--- config.mk ---
export PLATFORM = sky130hd
export DESIGN_NAME = pvc_phy_vendor_regs
export DESIGN_NICKNAME = d
export VERILOG_FILES = /design/src/pvc_pkg.sv /design/src/pvc_phy_vendor_regs.sv /design/src/pvc_energy_watch.sv
export SDC_FILE = /design/constraint.sdc
export NUM_CORES = 1
export LEC_CHECK = 0
export BUFFER_PORTS_ARGS = -buffer_cell sky130_fd_sc_hd__clkbuf_2
export CORE_MARGIN = 3
export CORE_UTILIZATION = 42
export DETAILED_ROUTE_END_ITERATION = 7
export GPL_TIMING_DRIVEN = 0
export PLACE_DENSITY = 0.67
export SYNTH_ARGS = -nofsm -noshare
export SYNTH_HDL_FRONTEND = slang
export SYNTH_HIERARCHICAL = 1
export SYNTH_SLANG_ARGS = --single-unit
--- constraint.sdc ---
create_clock -name mclk -period 4.7 [get_ports mclk]
set_input_delay 0.94 -clock mclk [delete_from_list [all_inputs] [get_ports mclk]]
set_output_delay 0.94 -clock mclk [all_outputs]
set_load 0.02 [all_outputs]
--- src/pvc_pkg.sv ---
// pvc_pkg: constants, carriers and states of the vendor management registers
// assumes a 10 MHz management clock and a 5-bit serial management address
package pvc_pkg;

  // timing
  localparam int CLK_HZ             = 10_000_000;
  localparam int ENERGY_TIMEOUT_MS  = 256;
  localparam int ENERGY_TIMEOUT_CYC = ENERGY_TIMEOUT_MS * (CLK_HZ / 1000);
  localparam int ENERGY_CNT_W       = 22;

  // register indices
  localparam logic [4:0] REG_SPECIAL_MODES = 5'h12;
  localparam logic [4:0] REG_XOVER         = 5'h1B;
  localparam logic [4:0] REG_IRQ_SRC       = 5'h1D;
  localparam logic [4:0] REG_IRQ_MASK      = 5'h1E;
  localparam logic [4:0] REG_LINK_STAT     = 5'h1F;

  // crossover_control_status fields
  localparam int XOVER_OVERRIDE_BIT = 15;
  localparam int XOVER_AUTO_BIT     = 14;
  localparam int XOVER_STATE_BIT    = 13;
  localparam int XOVER_PLL_BIT      = 10;
  localparam int XOVER_POL_BIT      = 4;

  // special_link_status fields
  localparam int         LINK_AN_DONE_BIT = 12;
  localparam int         LINK_RSV_LSB     = 5;
  localparam int         LINK_SPD_LSB     = 2;
  localparam logic [6:0] LINK_RSV_RST     = 7'h02;

  // interrupt source bit positions
  localparam int SRC_ENERGY_ON      = 7;
  localparam int SRC_AN_COMPLETE    = 6;
  localparam int SRC_REMOTE_FAULT   = 5;
  localparam int SRC_LINK_DOWN      = 4;
  localparam int SRC_LP_ACK         = 3;
  localparam int SRC_PARALLEL_FAULT = 2;
  localparam int SRC_PAGE_RECEIVED  = 1;

  // reset values
  localparam logic [4:0] PHY_ADDR_RST = 5'h01;
  localparam logic [7:0] MASK_RST     = 8'h00;
  localparam logic [2:0] XCTL_RST     = 3'h0;

  // resolved speed and duplex codes
  localparam logic [2:0] SPD_10_HALF  = 3'h1;
  localparam logic [2:0] SPD_10_FULL  = 3'h5;
  localparam logic [2:0] SPD_100_HALF = 3'h2;
  localparam logic [2:0] SPD_100_FULL = 3'h6;

  // management frame
  localparam logic [1:0] OP_READ   = 2'h2;
  localparam logic [1:0] OP_WRITE  = 2'h1;
  localparam logic [4:0] HDR_LAST  = 5'h0B;
  localparam logic [4:0] DATA_LAST = 5'h0F;

  typedef struct packed {
    logic       link_up;
    logic       an_done;
    logic       remote_fault;
    logic       lp_ack;
    logic       parallel_fault;
    logic       page_received;
    logic       rx_polarity_reversed;
    logic [2:0] resolved_speed_duplex;
  } pvc_line_status_s;

  typedef struct packed {
    logic auto_mdix_en;
    logic crossover;
    logic rx_pll_ref_lock;
  } pvc_xover_s;

  typedef enum logic [2:0] {
    MD_IDLE,
    MD_START,
    MD_HDR,
    MD_TA,
    MD_DATA
  } pvc_mdio_state_e;

endpackage : pvc_pkg

--- src/pvc_phy_vendor_regs.sv ---
// pvc_phy_vendor_regs: vendor management registers 18, 27, 29, 30, 31
// reached through the serial management pins; line status from PHY core
// Operation
// - override clear: strap pin picks auto crossover; set: bits 14,13 decide
// - override set: bit 14 enables auto crossover, else bit 13 selects
// - manual mode: bit 13 zero straight pairs, one swapped pairs
// - bit 10 locks 10M receive PLL to reference, survives soft reset
// - bit 4 reports 10BASE-T receive polarity live from the PHY core, not reset
// - bits 3:0 read-only, writes ignored; reserved bits write zero
// - source bit 7 on energy-on, bit 6 on negotiation complete
// - source bit 5 on remote fault, bit 4 on link down
// - link-down flag after reset follows current line link state
// - bit 3 partner ack, bit 2 parallel fault, bit 1 page received
// - mask register bits 7:0 enable sources, reset zero, upper zero
// - status bit 12 reads one only when negotiation has finished
// - status bits 4:2 report resolved speed and duplex code
// - registers sit at indices 18, 27, 29, 30, 31, sixteen bits wide
// - answer only at held 5-bit address, default 00001, keeps on soft reset
// - energy indication falls after 256 ms quiet, hardware reset sets it
`timescale 1ns/100ps
module pvc_phy_vendor_regs #(
  parameter int ENERGY_TIMEOUT_CYC = pvc_pkg::ENERGY_TIMEOUT_CYC
) (
  // clock and resets
  input  wire logic                      mclk,
  input  wire logic                      resetn,
  input  wire logic                      soft_reset,
  // management pins
  input  wire logic                      mdc,
  input  wire logic                      mdio_in,
  output logic                           mdio_out,
  output logic                           mdio_oe,
  // straps and line pins
  input  wire logic                      crossover_strap_pin,
  input  wire logic                      line_energy,
  // PHY core status
  input  wire pvc_pkg::pvc_line_status_s line_status,
  // controls towards the PHY core
  output pvc_pkg::pvc_xover_s            xover_ctrl,
  output logic [4:0]                     phy_mgmt_addr,
  output logic                           energy_detected,
  // interrupt towards the MAC
  output logic                           phy_irq
);

  // ---------------------------------------------------------------
  // pin synchronisers: mdc, mdio, strap, energy
  // ---------------------------------------------------------------
  logic [3:0] sync1_q;
  logic [3:0] sync2_q;
  logic       mdc_prev_q;
  logic       bit_prev_q;

  always_ff @(posedge mclk)
  begin
    if (!resetn)
    begin
      sync1_q    <= 4'h0;
      sync2_q    <= 4'h0;
      // seen as high, yet the synchronisers reset low, so an mdc idling high gives one rise after release
      mdc_prev_q <= 1'h1;
    end
    else
    begin
      sync1_q    <= {line_energy, crossover_strap_pin, mdio_in, mdc};
      sync2_q    <= sync1_q;
      mdc_prev_q <= sync2_q[0];
    end
  end

  // mdc must stay over one mclk high and over one low, or a rise is lost
  wire mdc_rise    = sync2_q[0] & ~mdc_prev_q;
  wire mdio_bit    = sync2_q[1];
  wire strap_level = sync2_q[2];
  wire energy_seen = sync2_q[3];

  // ---------------------------------------------------------------
  // energy-detected level
  // ---------------------------------------------------------------
  pvc_energy_watch #(
    .TIMEOUT_CYC (ENERGY_TIMEOUT_CYC)
  ) u_energy (
    .mclk            (mclk),
    .resetn          (resetn),
    .energy_seen     (energy_seen),
    .energy_detected (energy_detected)
  );

  // ---------------------------------------------------------------
  // management frame receiver and read shifter
  // ---------------------------------------------------------------
  pvc_pkg::pvc_mdio_state_e state_q;
  logic [4:0]               cnt_q;
  logic [11:0]              hdr_q;
  logic [15:0]              data_q;
  logic                     out_q;
  logic                     oe_q;

  // header layout: op[11:10], phy address[9:5], register index[4:0]
  wire [1:0] hdr_op  = hdr_q[11:10];
  wire [4:0] hdr_phy = hdr_q[9:5];
  wire [4:0] hdr_reg = hdr_q[4:0];

  // index decode, shared by the answer check, the writes and the read mux
  wire sel_modes = (hdr_reg == pvc_pkg::REG_SPECIAL_MODES);
  wire sel_xover = (hdr_reg == pvc_pkg::REG_XOVER);
  wire sel_src   = (hdr_reg == pvc_pkg::REG_IRQ_SRC);
  wire sel_mask  = (hdr_reg == pvc_pkg::REG_IRQ_MASK);
  wire sel_link  = (hdr_reg == pvc_pkg::REG_LINK_STAT);

  logic [4:0] addr_q;
  wire        addr_hit = (hdr_phy == addr_q);
  // indices 0-17 belong to another block, so the pin stays released there
  wire        reg_hit  = sel_modes | sel_xover | sel_src |
                         sel_mask | sel_link;
  wire        our_read  = addr_hit & reg_hit & (hdr_op == pvc_pkg::OP_READ);
  wire        our_write = addr_hit & reg_hit & (hdr_op == pvc_pkg::OP_WRITE);

  wire ta_first  = mdc_rise && (state_q == pvc_pkg::MD_TA) && (cnt_q == 5'h00);
  wire ta_second = mdc_rise && (state_q == pvc_pkg::MD_TA) && (cnt_q != 5'h00);
  wire data_step = mdc_rise && (state_q == pvc_pkg::MD_DATA);
  wire frame_end = data_step && (cnt_q == pvc_pkg::DATA_LAST);

  wire [15:0] wdata  = {data_q[14:0], mdio_bit};
  wire        wr_stb = frame_end & our_write;
  wire        rd_end = frame_end & our_read;

  always_ff @(posedge mclk)
  begin
    if (!resetn)
    begin
      state_q    <= pvc_pkg::MD_IDLE;
      cnt_q      <= 5'h00;
      hdr_q      <= 12'h000;
      bit_prev_q <= 1'h0;
    end
    else if (mdc_rise)
    begin
      bit_prev_q <= mdio_bit;
      unique case (state_q)
        // preamble length is not checked: any 1 then 0 starts a frame
        pvc_pkg::MD_IDLE:
          if (bit_prev_q && !mdio_bit)
            state_q <= pvc_pkg::MD_START;
        pvc_pkg::MD_START:
        begin
          cnt_q   <= 5'h00;
          state_q <= mdio_bit ? pvc_pkg::MD_HDR : pvc_pkg::MD_IDLE;
        end
        pvc_pkg::MD_HDR:
        begin
          hdr_q <= {hdr_q[10:0], mdio_bit};
          cnt_q <= (cnt_q == pvc_pkg::HDR_LAST) ? 5'h00 : cnt_q + 5'h01;
          if (cnt_q == pvc_pkg::HDR_LAST)
            state_q <= pvc_pkg::MD_TA;
        end
        pvc_pkg::MD_TA:
        begin
          cnt_q <= (cnt_q == 5'h00) ? 5'h01 : 5'h00;
          if (cnt_q != 5'h00)
            state_q <= pvc_pkg::MD_DATA;
        end
        pvc_pkg::MD_DATA:
        begin
          cnt_q <= cnt_q + 5'h01;
          if (cnt_q == pvc_pkg::DATA_LAST)
            state_q <= pvc_pkg::MD_IDLE;
        end
      endcase
    end
  end

  // ---------------------------------------------------------------
  // control registers
  // ---------------------------------------------------------------
  logic [2:0] xctl_q;     // override, auto enable, manual state
  logic       pll_q;
  logic [7:0] mask_q;
  logic [6:0] link_rsv_q;

  // the modes index keeps only the address; its upper bits read zero
  wire wr_modes = wr_stb && sel_modes;
  wire wr_xover = wr_stb && sel_xover;
  wire wr_mask  = wr_stb && sel_mask;
  wire wr_link  = wr_stb && sel_link;

  // address and PLL lock are kept across soft reset
  always_ff @(posedge mclk)
  begin
    if (!resetn)
    begin
      addr_q <= pvc_pkg::PHY_ADDR_RST;
      pll_q  <= 1'h0;
    end
    else
    begin
      if (wr_modes)
        addr_q <= wdata[4:0];
      if (wr_xover)
        pll_q  <= wdata[pvc_pkg::XOVER_PLL_BIT];
    end
  end

  always_ff @(posedge mclk)
  begin
    if (!resetn || soft_reset)
    begin
      xctl_q     <= pvc_pkg::XCTL_RST;
      mask_q     <= pvc_pkg::MASK_RST;
      link_rsv_q <= pvc_pkg::LINK_RSV_RST;
    end
    else
    begin
      if (wr_xover)
        xctl_q <= wdata[pvc_pkg::XOVER_OVERRIDE_BIT:pvc_pkg::XOVER_STATE_BIT];
      if (wr_mask)
        mask_q <= wdata[7:0];
      if (wr_link)
        link_rsv_q <= wdata[pvc_pkg::LINK_RSV_LSB +: 7];
    end
  end

  // ---------------------------------------------------------------
  // crossover selection
  // ---------------------------------------------------------------
  wire xo_override = xctl_q[2];
  wire xo_auto     = xctl_q[1];
  wire xo_state    = xctl_q[0];

  // with auto enabled bit 13 is ignored, so the forbidden code acts as auto
  assign xover_ctrl.auto_mdix_en = xo_override ? xo_auto : strap_level;
  assign xover_ctrl.crossover    = xo_override & ~xo_auto & xo_state;
  assign xover_ctrl.rx_pll_ref_lock = pll_q;
  assign phy_mgmt_addr = addr_q;

  // ---------------------------------------------------------------
  // interrupt source flags
  // ---------------------------------------------------------------
  logic [7:1] src_q;
  logic [7:1] src_shown_q;
  logic [5:0] ev_prev_q;

  wire [5:0] ev_now = {energy_detected,
                       line_status.an_done,
                       line_status.remote_fault,
                       line_status.lp_ack,
                       line_status.parallel_fault,
                       line_status.page_received};
  wire [5:0] ev_rise = ev_now & ~ev_prev_q;

  // link down is a level: it re-sets the flag while the link stays down,
  // which also gives the flag its post-reset value from the line state
  wire [7:1] src_set = {ev_rise[5],
                        ev_rise[4],
                        ev_rise[3],
                        ~line_status.link_up,
                        ev_rise[2],
                        ev_rise[1],
                        ev_rise[0]};

  // only the bits actually returned by the read are cleared, so an event
  // that lands during the data phase is kept for the next read
  wire [7:1] src_clr = (rd_end && sel_src) ?
                       src_shown_q : 7'h00;

  always_ff @(posedge mclk)
  begin
    if (!resetn || soft_reset)
    begin
      src_q     <= 7'h00;
      // history takes the live levels: energy comes out of reset high and
      // must not pass for a fresh energy-on event
      ev_prev_q <= ev_now;
    end
    else
    begin
      // set wins over the read clear, so an event in the clearing cycle stays
      src_q     <= (src_q & ~src_clr) | src_set;
      ev_prev_q <= ev_now;
    end
  end

  assign phy_irq = |({src_q, 1'h0} & mask_q);

  // ---------------------------------------------------------------
  // read data
  // ---------------------------------------------------------------
  wire [15:0] rd_modes = {11'h000, addr_q};
  wire [15:0] rd_xover = {xctl_q, 2'h0, pll_q, 5'h00,
                          line_status.rx_polarity_reversed,
                          4'h0};
  wire [15:0] rd_src   = {8'h00, src_q, 1'h0};
  wire [15:0] rd_mask  = {8'h00, mask_q};
  wire [15:0] rd_link  = {3'h0,
                          line_status.an_done,
                          link_rsv_q,
                          line_status.resolved_speed_duplex,
                          2'h0};

  // taken at the second turnaround bit, while the index still stands
  wire [15:0] rd_word =
    sel_modes ? rd_modes :
    sel_xover ? rd_xover :
    sel_src   ? rd_src   :
    sel_mask  ? rd_mask  :
    sel_link  ? rd_link  : 16'h0000;

  // pin driver: bit 15 goes out with the second turnaround bit
  always_ff @(posedge mclk)
  begin
    if (!resetn)
    begin
      data_q      <= 16'h0000;
      out_q       <= 1'h1;
      oe_q        <= 1'h0;
      src_shown_q <= 7'h00;
    end
    else if (ta_first)
    begin
      out_q <= 1'h0;
      oe_q  <= our_read;
    end
    else if (ta_second)
    begin
      out_q       <= rd_word[15];
      data_q      <= {rd_word[14:0], 1'h0};
      src_shown_q <= src_q;
    end
    else if (data_step)
    begin
      out_q  <= oe_q ? data_q[15] : 1'h1;
      data_q <= oe_q ? {data_q[14:0], 1'h0} : wdata;
      if (frame_end)
        oe_q <= 1'h0;
    end
  end

  assign mdio_out = out_q;
  assign mdio_oe  = oe_q;

endmodule : pvc_phy_vendor_regs

--- src/pvc_energy_watch.sv ---
// pvc_energy_watch: holds the energy-detected level of the line
// assumes energy_seen is already synchronised to mclk
`timescale 1ns/100ps
module pvc_energy_watch #(
  parameter int TIMEOUT_CYC = pvc_pkg::ENERGY_TIMEOUT_CYC
) (
  // clock and hardware reset
  input  wire logic mclk,
  input  wire logic resetn,
  // line
  input  wire logic energy_seen,
  output logic      energy_detected
);

  localparam logic [pvc_pkg::ENERGY_CNT_W-1:0] LAST =
    pvc_pkg::ENERGY_CNT_W'(TIMEOUT_CYC - 1);

  logic [pvc_pkg::ENERGY_CNT_W-1:0] quiet_q;
  logic                             det_q;

  wire timed_out = (quiet_q == LAST);

  // only the hardware reset reaches here; soft reset leaves the level alone
  always_ff @(posedge mclk)
  begin
    if (!resetn)
    begin
      quiet_q <= '0;
      det_q   <= 1'h1;
    end
    else if (energy_seen)
    begin
      quiet_q <= '0;
      det_q   <= 1'h1;
    end
    else if (timed_out)
      det_q   <= 1'h0;
    else
      quiet_q <= quiet_q + 1'h1;
  end

  assign energy_detected = det_q;

endmodule : pvc_energy_watch

Yosys cells after proc, flatten, opt, wreduce, memory -nomap -nowiden
Cells that the tools add are included.
{"block": "totals", "out_inout_bits": 12, "reg_bits": 115, "wordCells": 122, "input_bits": 17}
{"block": "op_classes", "mux": 27, "n_eq_ne": 20, "n_reduce_logical": 30, "n_bitwise": 23, "n_addsub": 2}
{"cell": "$mux W16", "n": 4}
{"cell": "$mux W13", "n": 3}
{"cell": "$eq A5 B5 Y1 const B", "n": 5}
{"cell": "$add A22 B1 Y22 const B", "n": 1}
{"cell": "$eq A22 B22 Y1 const B", "n": 1}
{"cell": "$pmux W5 S4", "n": 1}
{"cell": "$pmux W3 S5", "n": 1}
{"cell": "$mux W3", "n": 4}
{"cell": "$logic_and A1 B1 Y1", "n": 11}
{"cell": "$mux W1", "n": 11}
{"cell": "$eq A5 B4 Y1 const B", "n": 2}
{"cell": "$and A1 B1 Y1", "n": 8}
{"cell": "$and A8 B8 Y8", "n": 1}
{"cell": "$reduce_and A2 Y1", "n": 4}
{"cell": "$reduce_or A8 Y1", "n": 1}
{"cell": "$and A7 B7 Y7", "n": 1}
{"cell": "$mux W7", "n": 1}
{"cell": "$not A7 Y7", "n": 1}
{"cell": "$or A7 B7 Y7", "n": 1}
{"cell": "$and A6 B6 Y6", "n": 1}
{"cell": "$eq A3 B2 Y1 const B", "n": 2}
{"cell": "$ne A2 B2 Y1 const B", "n": 3}
{"cell": "$not A6 Y6", "n": 1}
{"cell": "$reduce_bool A2 Y1", "n": 3}
{"cell": "21 further kinds", "n": 30}

Logic depth before layout (Yosys ltp)
Gate-level depths: netlist of run 1.
{"block": "logic_depth", "word_depth": 13, "depth_mapped": 8, "mapped_depth_nobuf": 7}

Modules after synthesis
The synthesis of run 1 kept the hierarchy.
{"module": "pvc_phy_vendor_regs", "area_per_inst_um2": 4371.7, "seq_area_each_um2": 1841.8, "cells_per_inst": 508, "n_inst": 1}
{"module": "pvc_energy_watch", "area_per_inst_um2": 1161.1, "seq_area_each_um2": 460.4, "cells_per_inst": 139, "n_inst": 1}

Least setup slack after synthesis of run 1
OpenSTA, ideal clock, no wires.
{"block": "synth_timing", "kind": "reg2reg", "start": "register cnt_q[0]", "end": "register mask_q[0]", "t_arrival_ps": 2047, "setup_time_ps": 72, "path_buffers": 0, "required_ps": 4628, "synth_period_minus_slack_ps": 2119, "path_slack_ps": 2581, "path_stages_with_launch": 8, "cell_sequence": "dfxtp_1 -> ha_1 -> and3_1 -> ha_1 -> and4bb_4 -> nand4b_4 -> nor4_4 -> mux2i_1"}
{"block": "synth_between", "elab_chain_cells": 4}
{"element": "from (decl)", "line": "pvc_phy_vendor_regs.sv:93", "rtl": "logic [4:0] cnt_q;"}
{"element": "from (signal assigned)", "line": "pvc_phy_vendor_regs.sv:153", "rtl": "cnt_q <= (cnt_q == pvc_pkg::HDR_LAST) ? 5'h00 : cnt_q + 5'h01;"}
{"element": "from (signal assigned)", "line": "pvc_phy_vendor_regs.sv:159", "rtl": "cnt_q <= (cnt_q == 5'h00) ? 5'h01 : 5'h00;"}
{"element": "from (signal assigned)", "line": "pvc_phy_vendor_regs.sv:165", "rtl": "cnt_q <= cnt_q + 5'h01;"}
{"element": "$eq A5 B4 Y1", "line": "pvc_phy_vendor_regs.sv:122", "rtl": "wire frame_end = data_step && (cnt_q == pvc_pkg::DATA_LAST);"}
{"element": "$logic_and A1 B1 Y1", "line": "pvc_phy_vendor_regs.sv:122"}
{"element": "$and A1 B1 Y1", "line": "pvc_phy_vendor_regs.sv:125", "rtl": "wire wr_stb = frame_end & our_write;"}
{"element": "$logic_and A1 B1 Y1", "line": "pvc_phy_vendor_regs.sv:184", "rtl": "wire wr_mask = wr_stb && sel_mask;"}
{"element": "to (signal assigned)", "line": "pvc_phy_vendor_regs.sv:209", "rtl": "mask_q <= pvc_pkg::MASK_RST;"}
{"element": "to (signal assigned)", "line": "pvc_phy_vendor_regs.sv:217", "rtl": "mask_q <= wdata[7:0];"}
{"element": "to (decl)", "line": "pvc_phy_vendor_regs.sv:178", "rtl": "logic [7:0] mask_q;"}
No other way between the ends.
A chain may end at the register's enable or synchronous reset.

Worst setup path in the final report of run 1
{"block": "layout_timing", "start": "register cnt_q[0]", "end": "register src_q[4] in the netlist's numbering"}
{"block": "layout_between", "elab_chain_cells": 8}
{"element": "$eq A5 B4 Y1", "line": "pvc_phy_vendor_regs.sv:122"}
{"element": "$logic_and A1 B1 Y1", "line": "pvc_phy_vendor_regs.sv:122"}
{"element": "$and A1 B1 Y1", "line": "pvc_phy_vendor_regs.sv:126", "rtl": "wire rd_end = frame_end & our_read;"}
{"element": "$logic_and A1 B1 Y1", "line": "pvc_phy_vendor_regs.sv:263", "rtl": "wire [7:1] src_clr = (rd_end && sel_src) ?"}
{"element": "$mux W7", "line": "pvc_phy_vendor_regs.sv:263"}
{"element": "$not A7 Y7", "line": "pvc_phy_vendor_regs.sv:278", "rtl": "src_q <= (src_q & ~src_clr) | src_set;"}
{"element": "$and A7 B7 Y7", "line": "pvc_phy_vendor_regs.sv:278"}
{"element": "$or A7 B7 Y7", "line": "pvc_phy_vendor_regs.sv:278"}
{"element": "to (signal assigned)", "line": "pvc_phy_vendor_regs.sv:278"}
{"element": "to (decl)", "line": "pvc_phy_vendor_regs.sv:239", "rtl": "logic [7:1] src_q;"}
No other way between the ends.

==> impl_metrics.csv, run 1 <==
group,metric,value,unit
status,status,"complete, no violations",
floorplanning,rows,41,
synthesis,syn_area,0.00553,mm2
timing,clock_skew,5.69,ps
power_and_ir_drop,seqPwrFrac,0.401,
synthesis,synth-seq-cells,115,
setup_path,path_common_cell,"ha_1",
timing,period_share,0.549,
hold_path,hp-class,"reg2reg",
timing,relSlewSlack,0.356,
detailed_routing,vias,5024,
grt,antenna_found_initial,0,
setup_path,startpoint_type,"register",
setup_path,max_stage_delay,800,ps
detailed_routing,routed_via_density,5.72,
setup_path,required,4960,ps
power_and_ir_drop,ir_drop,311,uV
detailed_routing,route.antenna.remaining_nets,0,
floorplanning,die-area,0.0146,mm2
detailed_routing,drt-initial-drc-count,435,
final_layout,final-seq-area,0.00230,mm2
final_layout,multi_input_area,0.00299,mm2
final_layout,area_growth,18.2,%
power_and_ir_drop,power.switching,0.000498,W
clock_network,htreeDepth,4,
synthesis,yosys_warnings,6,
clock_network,clkLatencyLatePin,420,ps
grt,grt_pass1_wl,23900,um
final_layout,layout_common_cells,"nand2_1, dfxtp_1, a21oi_1",
floorplanning,initial_utilization,0.433,
detailed_routing,dr.max_layer_used,"met4",
timing,hold_ws,400,ps
setup_path,cpMaxStageDelayCell,"nor4_2",
power_and_ir_drop,clkPwrFrac,0.576,
setup_path,crit_chain,"ha_1 > and3_1 > ha_1 > and4bb_4 > nand4_1 > nor4_2 > a31oi_1",
final_layout,fill_cells,1233,
synthesis,synth_cell_type_count,74,
detailed_routing,wl_met3,972,um
grt,grt_use_total,0.207,
power_and_ir_drop,powerDensity,379,mW/mm2
clock_network,postCtsSetupBuffers,0,
synthesis,ys.flop_type,"dfxtp_1",
final_layout,nNetsFinal,715,
power_and_ir_drop,pwr-share-comb,0.023,
power_and_ir_drop,power.internal,0.00198,W
job,cap_viol_max_count,0,
power_and_ir_drop,switching_share,0.201,
floorplanning,die_width,121,um
timing,slew_viol_final,0,
timing,setup_tns,0,ps
grt,grt-ovfl-total,0,
detailed_routing,first_pass_iters,5,
synthesis,ys_seq_area_frac,0.416,
power_and_ir_drop,p_leak,2.34,nW
floorplanning,die_h,121,um
synthesis,synthCells,647,
placement,gp_congestion,0.868,
detailed_routing,met1_length,6200,um
setup_path,cp.arrival,2840,ps
synthesis,synth_nets,668,
clock_network,root_buffer,"clkbuf_16",
setup_path,r2r_setup_slack,2120,ps
setup_path,worstSetupPathType,"reg2reg",
final_layout,antennaDiodeCount,0,
setup_path,path_buf_inv,0,
grt,grt_max_degree,17,
detailed_routing,drc,0,
grt,grt_pass1_vias,4783,
timing,finalSetupViolations,0,
detailed_routing,totalWireLength,14400,um
clock_network,cts.sinks,115,
synthesis,async_reset_ff_frac,0,
setup_path,crit_family,"simple AND/OR/NAND/NOR gates",
floorplanning,core,0.0128,mm2
floorplanning,ios,29,
clock_network,clkTransAtPathRegs,50,ps
placement,port_buffers,28,
timing,finalHoldViolations,0,
timing,fmax,0.388,GHz
clock_network,cts.path.max_buffers,2,
synthesis,synth-edff-count,0,
final_layout,drive_above_1_share,0.127,
clock_network,cts_tree,"built",
clock_network,cts_resized,0,
timing,tightest_slew,958,ps
timing,rsz0062_at_grt,"no",
timing,period_minus_slack,2580,ps
detailed_routing,dr_wl_met2,7020,um
final_layout,final_common_cell,"nand2_1",
placement,dp_hpwl,9920,um
clock_network,post_cts_hold_buffer_count,0,
synthesis,avgSynthCellArea,8.55,um2
detailed_routing,wl_per_cell,16.4,um
setup_path,crit_fanout,7,
setup_path,endpoint_kind,"register",
clock_network,cts_buffers,17,
## synthesized netlist by cell type, types with 3 or more instances
cell type / n / area [um2]
a22o_1: 6 / 52.6
and3_1: 14 / 87.6
a211oi_1: 5 / 37.5
nand3_1: 29 / 145
or3_1: 5 / 31.3
xnor2_1: 7 / 61.3
a2111o_1: 4 / 45.0
nor4b_1: 3 / 26.3
dfxtp_1: 115 / 2300
o21a_1: 5 / 37.5
clkbuf_1: 33 / 124
a21oi_1: 55 / 275
a31oi_1: 5 / 31.3
nor2b_1: 20 / 125
a311oi_1: 3 / 26.3
ha_1: 4 / 50.1
mux2i_1: 30 / 300
nor2_1: 19 / 71.3
nand2b_1: 12 / 75.1
or4b_1: 3 / 30.0
nor3_1: 10 / 50.1
and2_1: 10 / 62.6
or4_1: 6 / 45.0
o21ai_0: 30 / 150
buf_2: 8 / 40.0
a221oi_1: 4 / 35.0
a21boi_0: 9 / 67.6
inv_1: 10 / 37.5
nand4_1: 7 / 43.8
nand2_1: 116 / 435
o31ai_1: 3 / 22.5
mux2_2: 4 / 45.0
## flip-flops by register name, indices dropped and copies added, names as in the netlist, 4 cells and up
name / cells
u_energy/quiet_q: 22
data_q: 16
hdr_q: 12
mask_q: 8
link_rsv_q: 7
src_q: 7
src_shown_q: 7
ev_prev_q: 6
cnt_q: 5
phy_mgmt_addr: 5
sync1_q: 4
sync2_q: 4
## worst paths after layout
kind,from,end,cells after the start
max,cnt_q[0]$_SDFFE_PN0P_,src_q[4]$_SDFF_PP0_,7
min,u_energy/energy_detected$_SDFFE_PP1N_,ev_prev_q[5]$_DFF_P_,0
max reg2reg,cnt_q[0]$_SDFFE_PN0P_,src_q[4]$_SDFF_PP0_,7
min reg2reg,u_energy/energy_detected$_SDFFE_PP1N_,ev_prev_q[5]$_DFF_P_,0
## cells by family (layout without fill, tap and decap cells)
group / Yosys count / in the layout / share of synthesized area
AOI/OAI and AO/OA: 151 / 151 / 0.177
buffers and inverters: 56 / 116 / 0.0439
DFF: 115 / 115 / 0.416
adders and majority gates: 4 / 4 / 0.00905
and+or+nand+nor: 279 / 279 / 0.279
xor gates and xnor gates: 8 / 8 / 0.0127
muxes: 34 / 34 / 0.0624
## metal layers
metal | track usage | vias to the layer above
met2 | 0.338 | 194
met1 | 0.261 | 2388
met5 | 0 | -
met3 | 0.0627 | 27
li1 | - | 2415
met4 | 0.0687 | 0
## power groups by stage
stage,combinational [W],sequential (W),clock (W)
floorplan,0.0000341,0.00101,0
global placement,0.0000555,0.00101,0
detailed placement,0.0000569,0.00102,0
CTS,0.0000573,0.000995,0.00144
global route,0.0000636,0.000996,0.00149
finish,0.0000573,0.000995,0.00143
## layout make-up
class / count / share of cell area
Clock inverter: 10 / 0.0272
Clock buffer: 22 / 0.0725
Multi-Input combinational cell: 476 / 0.457
Timing Repair Buffer: 28 / 0.0214
Sequential cell: 115 / 0.352
Buffer: 45 / 0.0308
Inverter: 11 / 0.00631
Tap cell: 172 / 0.0329
## stage by stage
stage | cell area [um2] | instances | util | setup slack (ps) | power (W)
finish | 6540 | 879 | 0.512 | 2120 | 0.00248
floorplan | 5530 | 647 | - | 2580 | 0.00105
global placement | 5890 | 847 | 0.461 | 2180 | 0.00107
detailed placement | 5890 | 847 | 0.461 | 2140 | 0.00107
global route | 6540 | 879 | 0.512 | 1980 | 0.00255
CTS | 6540 | 879 | 0.512 | 2130 | 0.00249
## worst reg2reg max path: cells and delay by family (launching register included)
family,cells,cell delay (ps)
AND/OR/NAND/NOR,4,1380
adder cells (fa/ha/maj),2,430
AO/OA/AOI/OAI,1,180
flip-flops,1,430
Power figures use the tool's default switching activity.
==> run 2, diff against run 1 <==
- clock period: 4.7 -> 2.7 ns (I/O delays scaled with it)
==> run 2 against run 1 <==
Against the previous run: register-to-register slack got worse by 2000 ps; first-iteration DRC count rose by 7.8%; utilization rose by 0.069 points; maximum frequency rose by 0.60%; cell count did not move; clock skew barely moved.
==> impl_metrics.csv, run 2 (synthesized netlist as in run 1, its figures left out) <==
group,metric,value,unit
floorplanning,core,0.0128,mm2
timing,setup_tns,0,ps
placement,postPlaceCellArea,0.00589,mm2
setup_path,cp.arrival,2900,ps
status,status,"complete, no violations",
timing,rsz0062_at_grt,"no",
floorplanning,rows,41,
final_layout,layout_common_cells,"nand2_1, dfxtp_1, a21oi_1",
floorplanning,ios,29,
hold_path,hp-class,"in2reg",
power_and_ir_drop,ir_drop,542,uV
setup_path,reg2reg_from,"cnt_q[0]$_SDFFE_PN0P_",
timing,tightest_slew,740,ps
placement,dp_cells,847,
timing,setup_ws,137,ps
power_and_ir_drop,p_leak,2.36,nW
setup_path,endpoint_kind,"register",
final_layout,top_regs,"u_energy/quiet_q x22, data_q x16, hdr_q x12",
placement,port_buffers,28,
floorplanning,die-area,0.0146,mm2
detailed_routing,first_pass_iters,5,
detailed_routing,drc,0,
setup_path,r2r_setup_slack,140,ps
timing,relSlewSlack,0.503,
job,cap_viol_max_count,0,
setup_path,crit_fanout,8,
final_layout,drive_above_1_share,0.127,
final_layout,largest_register_ffs,22,
final_layout,area_growth,18.4,%
detailed_routing,route.antenna.remaining_nets,0,
floorplanning,die_width,121,um
hold_path,hold_depth,1,
hold_path,min-delay-start,"line_status[5]",
setup_path,ff2ff_path_depth,7,
timing,period_share,0.949,
power_and_ir_drop,power,0.00431,W
grt,grt-ovfl-total,0,
grt,grt_pass1_wl,23900,um
hold_path,holdPathEnd,"ev_prev_q[1]$_DFF_P_",
clock_network,cts_buffers,17,
final_layout,nNetsFinal,715,
detailed_routing,drt-initial-drc-count,469,
detailed_routing,wl_per_cell,16.4,um
timing,clock_skew,5.91,ps
clock_network,postCtsSetupBuffers,0,
clock_network,clkTransAtPathRegs,50,ps
timing,slew_viol_final,0,
clock_network,clkLatencyLatePin,410,ps
final_layout,design_area,0.00655,mm2
timing,finalSetupViolations,0,
timing,fmax,0.390,GHz
power_and_ir_drop,powerDensity,659,mW/mm2
clock_network,cts_tree,"built",
clock_network,root_buffer,"clkbuf_16",
detailed_routing,routed_via_density,5.70,
setup_path,startpoint_type,"register",
clock_network,cts.sinks,115,
final_layout,fin_cells,879,
clock_network,cts.path.max_buffers,2,
placement,pre_cts_ws,141,ps
final_layout,fill_cells,1233,
timing,period_minus_slack,2560,ps
placement,gp_congestion,0.868,
floorplanning,initial_utilization,0.433,
timing,finalHoldViolations,0,
setup_path,reg2reg_to,"mask_q[1]$_SDFFE_PP0P_",
final_layout,final_common_cell,"nand2_1",
detailed_routing,totalWireLength,14400,um
setup_path,worstSetupPathType,"reg2reg",
grt,grt_max_degree,17,
final_layout,regMostFlops,"u_energy/quiet_q",
grt,grt_pass1_vias,4783,
clock_network,htreeDepth,4,
final_layout,antennaDiodeCount,0,
grt,antenna_found_initial,0,
detailed_routing,vias,5006,
setup_path,required,3040,ps
floorplanning,die_h,121,um
grt,grt_use_total,0.207,
placement,dp_hpwl,9920,um
-- run 2: repair_timing --
item / 4_1_cts / 5_1_grt
hold buffers: 0 / 0
resized for setup: 0 / 1
setup endpoints to repair: 0 / 1
-- run 2: layout make-up --
type	count	area [um2]	area share
inverter	11	41.3	0.00630
timing repair buffer	28	140	0.0214
buffer	45	201	0.0308
clock buffer	22	474	0.0724
tap	172	215	0.0329
clock inverter	10	178	0.0271
sequential	115	2300	0.352
multi-input combinational	476	3000	0.458
-- run 2: through the flow --
stage                util  hold slack [ps]
finish              0.513              236
global placement    0.461              395
detailed placement  0.461              395
CTS                 0.512              225
global route        0.513              221
floorplan               -              412
-- run 2: layer usage --
layer	vias to the layer above	part of all wire	GRT usage
li1	2411	-	-
met5	-	0	0
met1	2381	0.43	0.261
met4	0	0.015	0.0687
met2	193	0.49	0.338
met3	21	0.067	0.0627
-- run 2: how the worst max path moves through the flow --
stage,from,to,slack (ps),depth (start not counted)
4_1_cts,cnt_q[0]$_SDFFE_PN0P_,src_q[4]$_SDFF_PP0_,130,7
5_1_grt,cnt_q[0]$_SDFFE_PN0P_,mask_q[7]$_SDFFE_PP0P_,20,7
3_5_place_dp,cnt_q[0]$_SDFFE_PN0P_,src_q[4]$_SDFF_PP0_,140,7
3_3_place_gp,cnt_q[0]$_SDFFE_PN0P_,src_q[4]$_SDFF_PP0_,250,7
6_report,cnt_q[0]$_SDFFE_PN0P_,mask_q[1]$_SDFFE_PP0P_,140,7
2_1_floorplan,cnt_q[0]$_SDFFE_PN0P_,mask_q[0]$_SDFFE_PP0P_,580,7
-- run 2: worst max-delay path, stage by stage (launching register included) --
cell and delay, ps:
dfxtp_1 440, ha_1 240, and3_1 180, ha_1 190
and4bb_4 290, nand4b_4 190, nor4_4 680, mux2i_1 270
-- run 2: where the power goes --
part	internal (W)	switching (W)
sequential	0.00172	0.0000159
clock	0.00170	0.000777
combinational	0.0000324	0.0000670
==> run 3, diff against run 2 <==
- CORE_ASPECT_RATIO: not set -> 2
==> run 3 against run 2 <==
Against the previous run: die area is 0.57% higher; combinational power hardly changed; clock power hardly changed; clock skew is 2.0 ps higher; sequential power hardly changed; first-iteration DRC count is 21% lower; largest cell class unchanged; largest power group unchanged; highest routed layer unchanged.
==> impl_metrics.csv, run 3 (synthesized netlist as in run 1, its figures left out) <==
group,metric,value,unit
detailed_routing,route.antenna.remaining_nets,0,
clock_network,cts.path.max_buffers,2,
final_layout,fin_cells,857,
placement,gp_congestion,0.854,
floorplanning,die-area,0.0147,mm2
grt,grt_max_degree,17,
clock_network,cts.sinks,115,
final_layout,largest_register_ffs,22,
floorplanning,initial_utilization,0.436,
final_layout,fill_cells,1181,
grt,grt_pass1_wl,24900,um
detailed_routing,vias,5097,
power_and_ir_drop,p_leak,2.34,nW
power_and_ir_drop,clkPwrFrac,0.573,
final_layout,area_growth,17.5,%
detailed_routing,totalWireLength,15600,um
placement,dp_cells,825,
setup_path,max_stage_delay,660,ps
detailed_routing,routed_via_density,5.95,
timing,fmax,0.400,GHz
final_layout,nNetsFinal,715,
floorplanning,die_width,87.2,um
detailed_routing,drc,0,
timing,hold_ws,238,ps
clock_network,cts_resized,0,
final_layout,top_regs,"u_energy/quiet_q x22, data_q x16, hdr_q x12",
timing,relSlewSlack,0.427,
setup_path,worstSetupPathType,"reg2reg",
setup_path,cpMaxStageDelayCell,"nor4_4",
final_layout,design_area,0.00650,mm2
timing,period_share,0.925,
final_layout,antennaDiodeCount,0,
setup_path,path_buf_inv,0,
timing,tightest_slew,853,ps
final_layout,final_common_cell,"nand2_1",
detailed_routing,first_pass_iters,8,
final_layout,regMostFlops,"u_energy/quiet_q",
clock_network,postCtsSetupBuffers,0,
power_and_ir_drop,seqPwrFrac,0.403,
grt,antenna_found_initial,0,
power_and_ir_drop,pwr-share-comb,0.024,
detailed_routing,drt-initial-drc-count,370,
floorplanning,core,0.0127,mm2
setup_path,crit_family,"simple AND/OR/NAND/NOR gates",
power_and_ir_drop,power.switching,0.000868,W
hold_path,hp-class,"in2reg",
timing,finalHoldViolations,0,
clock_network,clkTransAtPathRegs,50,ps
timing,finalSetupViolations,0,
floorplanning,rows,58,
clock_network,post_cts_hold_buffer_count,0,
floorplanning,die_h,168,um
clock_network,cts_buffers,17,
setup_path,startpoint_type,"register",
timing,period_minus_slack,2500,ps
setup_path,required,3040,ps
setup_path,endpoint_kind,"register",
clock_network,htreeDepth,4,
power_and_ir_drop,power.internal,0.00343,W
clock_network,cts_tree,"built",
setup_path,crit_chain,"ha_1 > and3_1 > ha_1 > and4bb_4 > nand4b_4 > nor4_4 > mux2i_1",
power_and_ir_drop,ir_drop,477,uV
grt,grt_use_total,0.219,
clock_network,root_buffer,"clkbuf_16",
status,status,"complete, no violations",
grt,grt-ovfl-total,0,
detailed_routing,wl_per_cell,18.2,um
placement,port_buffers,28,
grt,grt_pass1_vias,5056,
timing,slew_viol_final,0,
setup_path,cp.arrival,2830,ps
timing,clock_skew,7.94,ps
placement,postPlaceCellArea,0.00586,mm2
setup_path,path_common_cell,"ha_1",
final_layout,layout_common_cells,"nand2_1, dfxtp_1, a21oi_1",
job,cap_viol_max_count,0,
timing,setup_tns,0,ps
power_and_ir_drop,powerDensity,661,mW/mm2
timing,rsz0062_at_grt,"no",
placement,dp_hpwl,11500,um
clock_network,clkLatencyLatePin,410,ps
power_and_ir_drop,switching_share,0.202,
final_layout,drive_above_1_share,0.126,
setup_path,crit_fanout,8,
floorplanning,ios,29,
-- run 3: cell count changes in the layout (fill, tap and decap cells not counted) --
cell,change
clkbuf_1,+1
clkbuf_8,-1
clkinv_4,+1
clkinvlp_4,-1
nor4_2,+1
nor4_4,-1
-- run 3: path summary, 6_finish.rpt --
kind / startpoint / to / slack (ps) / cells after the start
min reg2reg: u_energy/energy_detected$_SDFFE_PP1N_ / ev_prev_q[5]$_DFF_P_ / 390 / 0
min: line_status[6] / ev_prev_q[2]$_DFF_P_ / 240 / 1
max: cnt_q[0]$_SDFFE_PN0P_ / mask_q[2]$_SDFFE_PP0P_ / 200 / 7
max reg2reg: cnt_q[0]$_SDFFE_PN0P_ / mask_q[2]$_SDFFE_PP0P_ / 200 / 7
-- run 3: power groups by stage --
stage / Clock (W) / Combinational, W / Sequential [W]
after CTS: 0.00248 / 0.000102 / 0.00173
after floorplan: 0 / 0.0000593 / 0.00176
after global routing: 0.00257 / 0.000112 / 0.00173
final: 0.00246 / 0.000102 / 0.00173
after global placement: 0 / 0.0000985 / 0.00177
after detailed placement: 0 / 0.000102 / 0.00177
-- run 3: per-layer routing --
layer,up-vias,GRT usage,part of all wire
li1,2416,-,-
met1,2430,0.202,0.34
met2,190,0.409,0.56
met3,61,0.0455,0.039
met4,0,0.146,0.057
met5,-,0,0
-- run 3: area by class of cell --
cell class / count / area, um2 / share of cell area
buffer: 45 / 201 / 0.0310
multi-input combinational: 476 / 2990 / 0.459
clock buffer: 22 / 464 / 0.0714
tap: 150 / 188 / 0.0289
timing repair buffer: 28 / 140 / 0.0215
sequential: 115 / 2300 / 0.354
inverter: 11 / 41.3 / 0.00635
clock inverter: 10 / 179 / 0.0275
-- run 3: through the flow --
stage,power (W),util,worst slack (ps)
6_report,0.00430,0.512,203
5_1_grt,0.00442,0.512,33.7
3_5_place_dp,0.00187,0.461,204
2_1_floorplan,0.00182,-,581
4_1_cts,0.00432,0.512,199
3_3_place_gp,0.00187,0.461,293
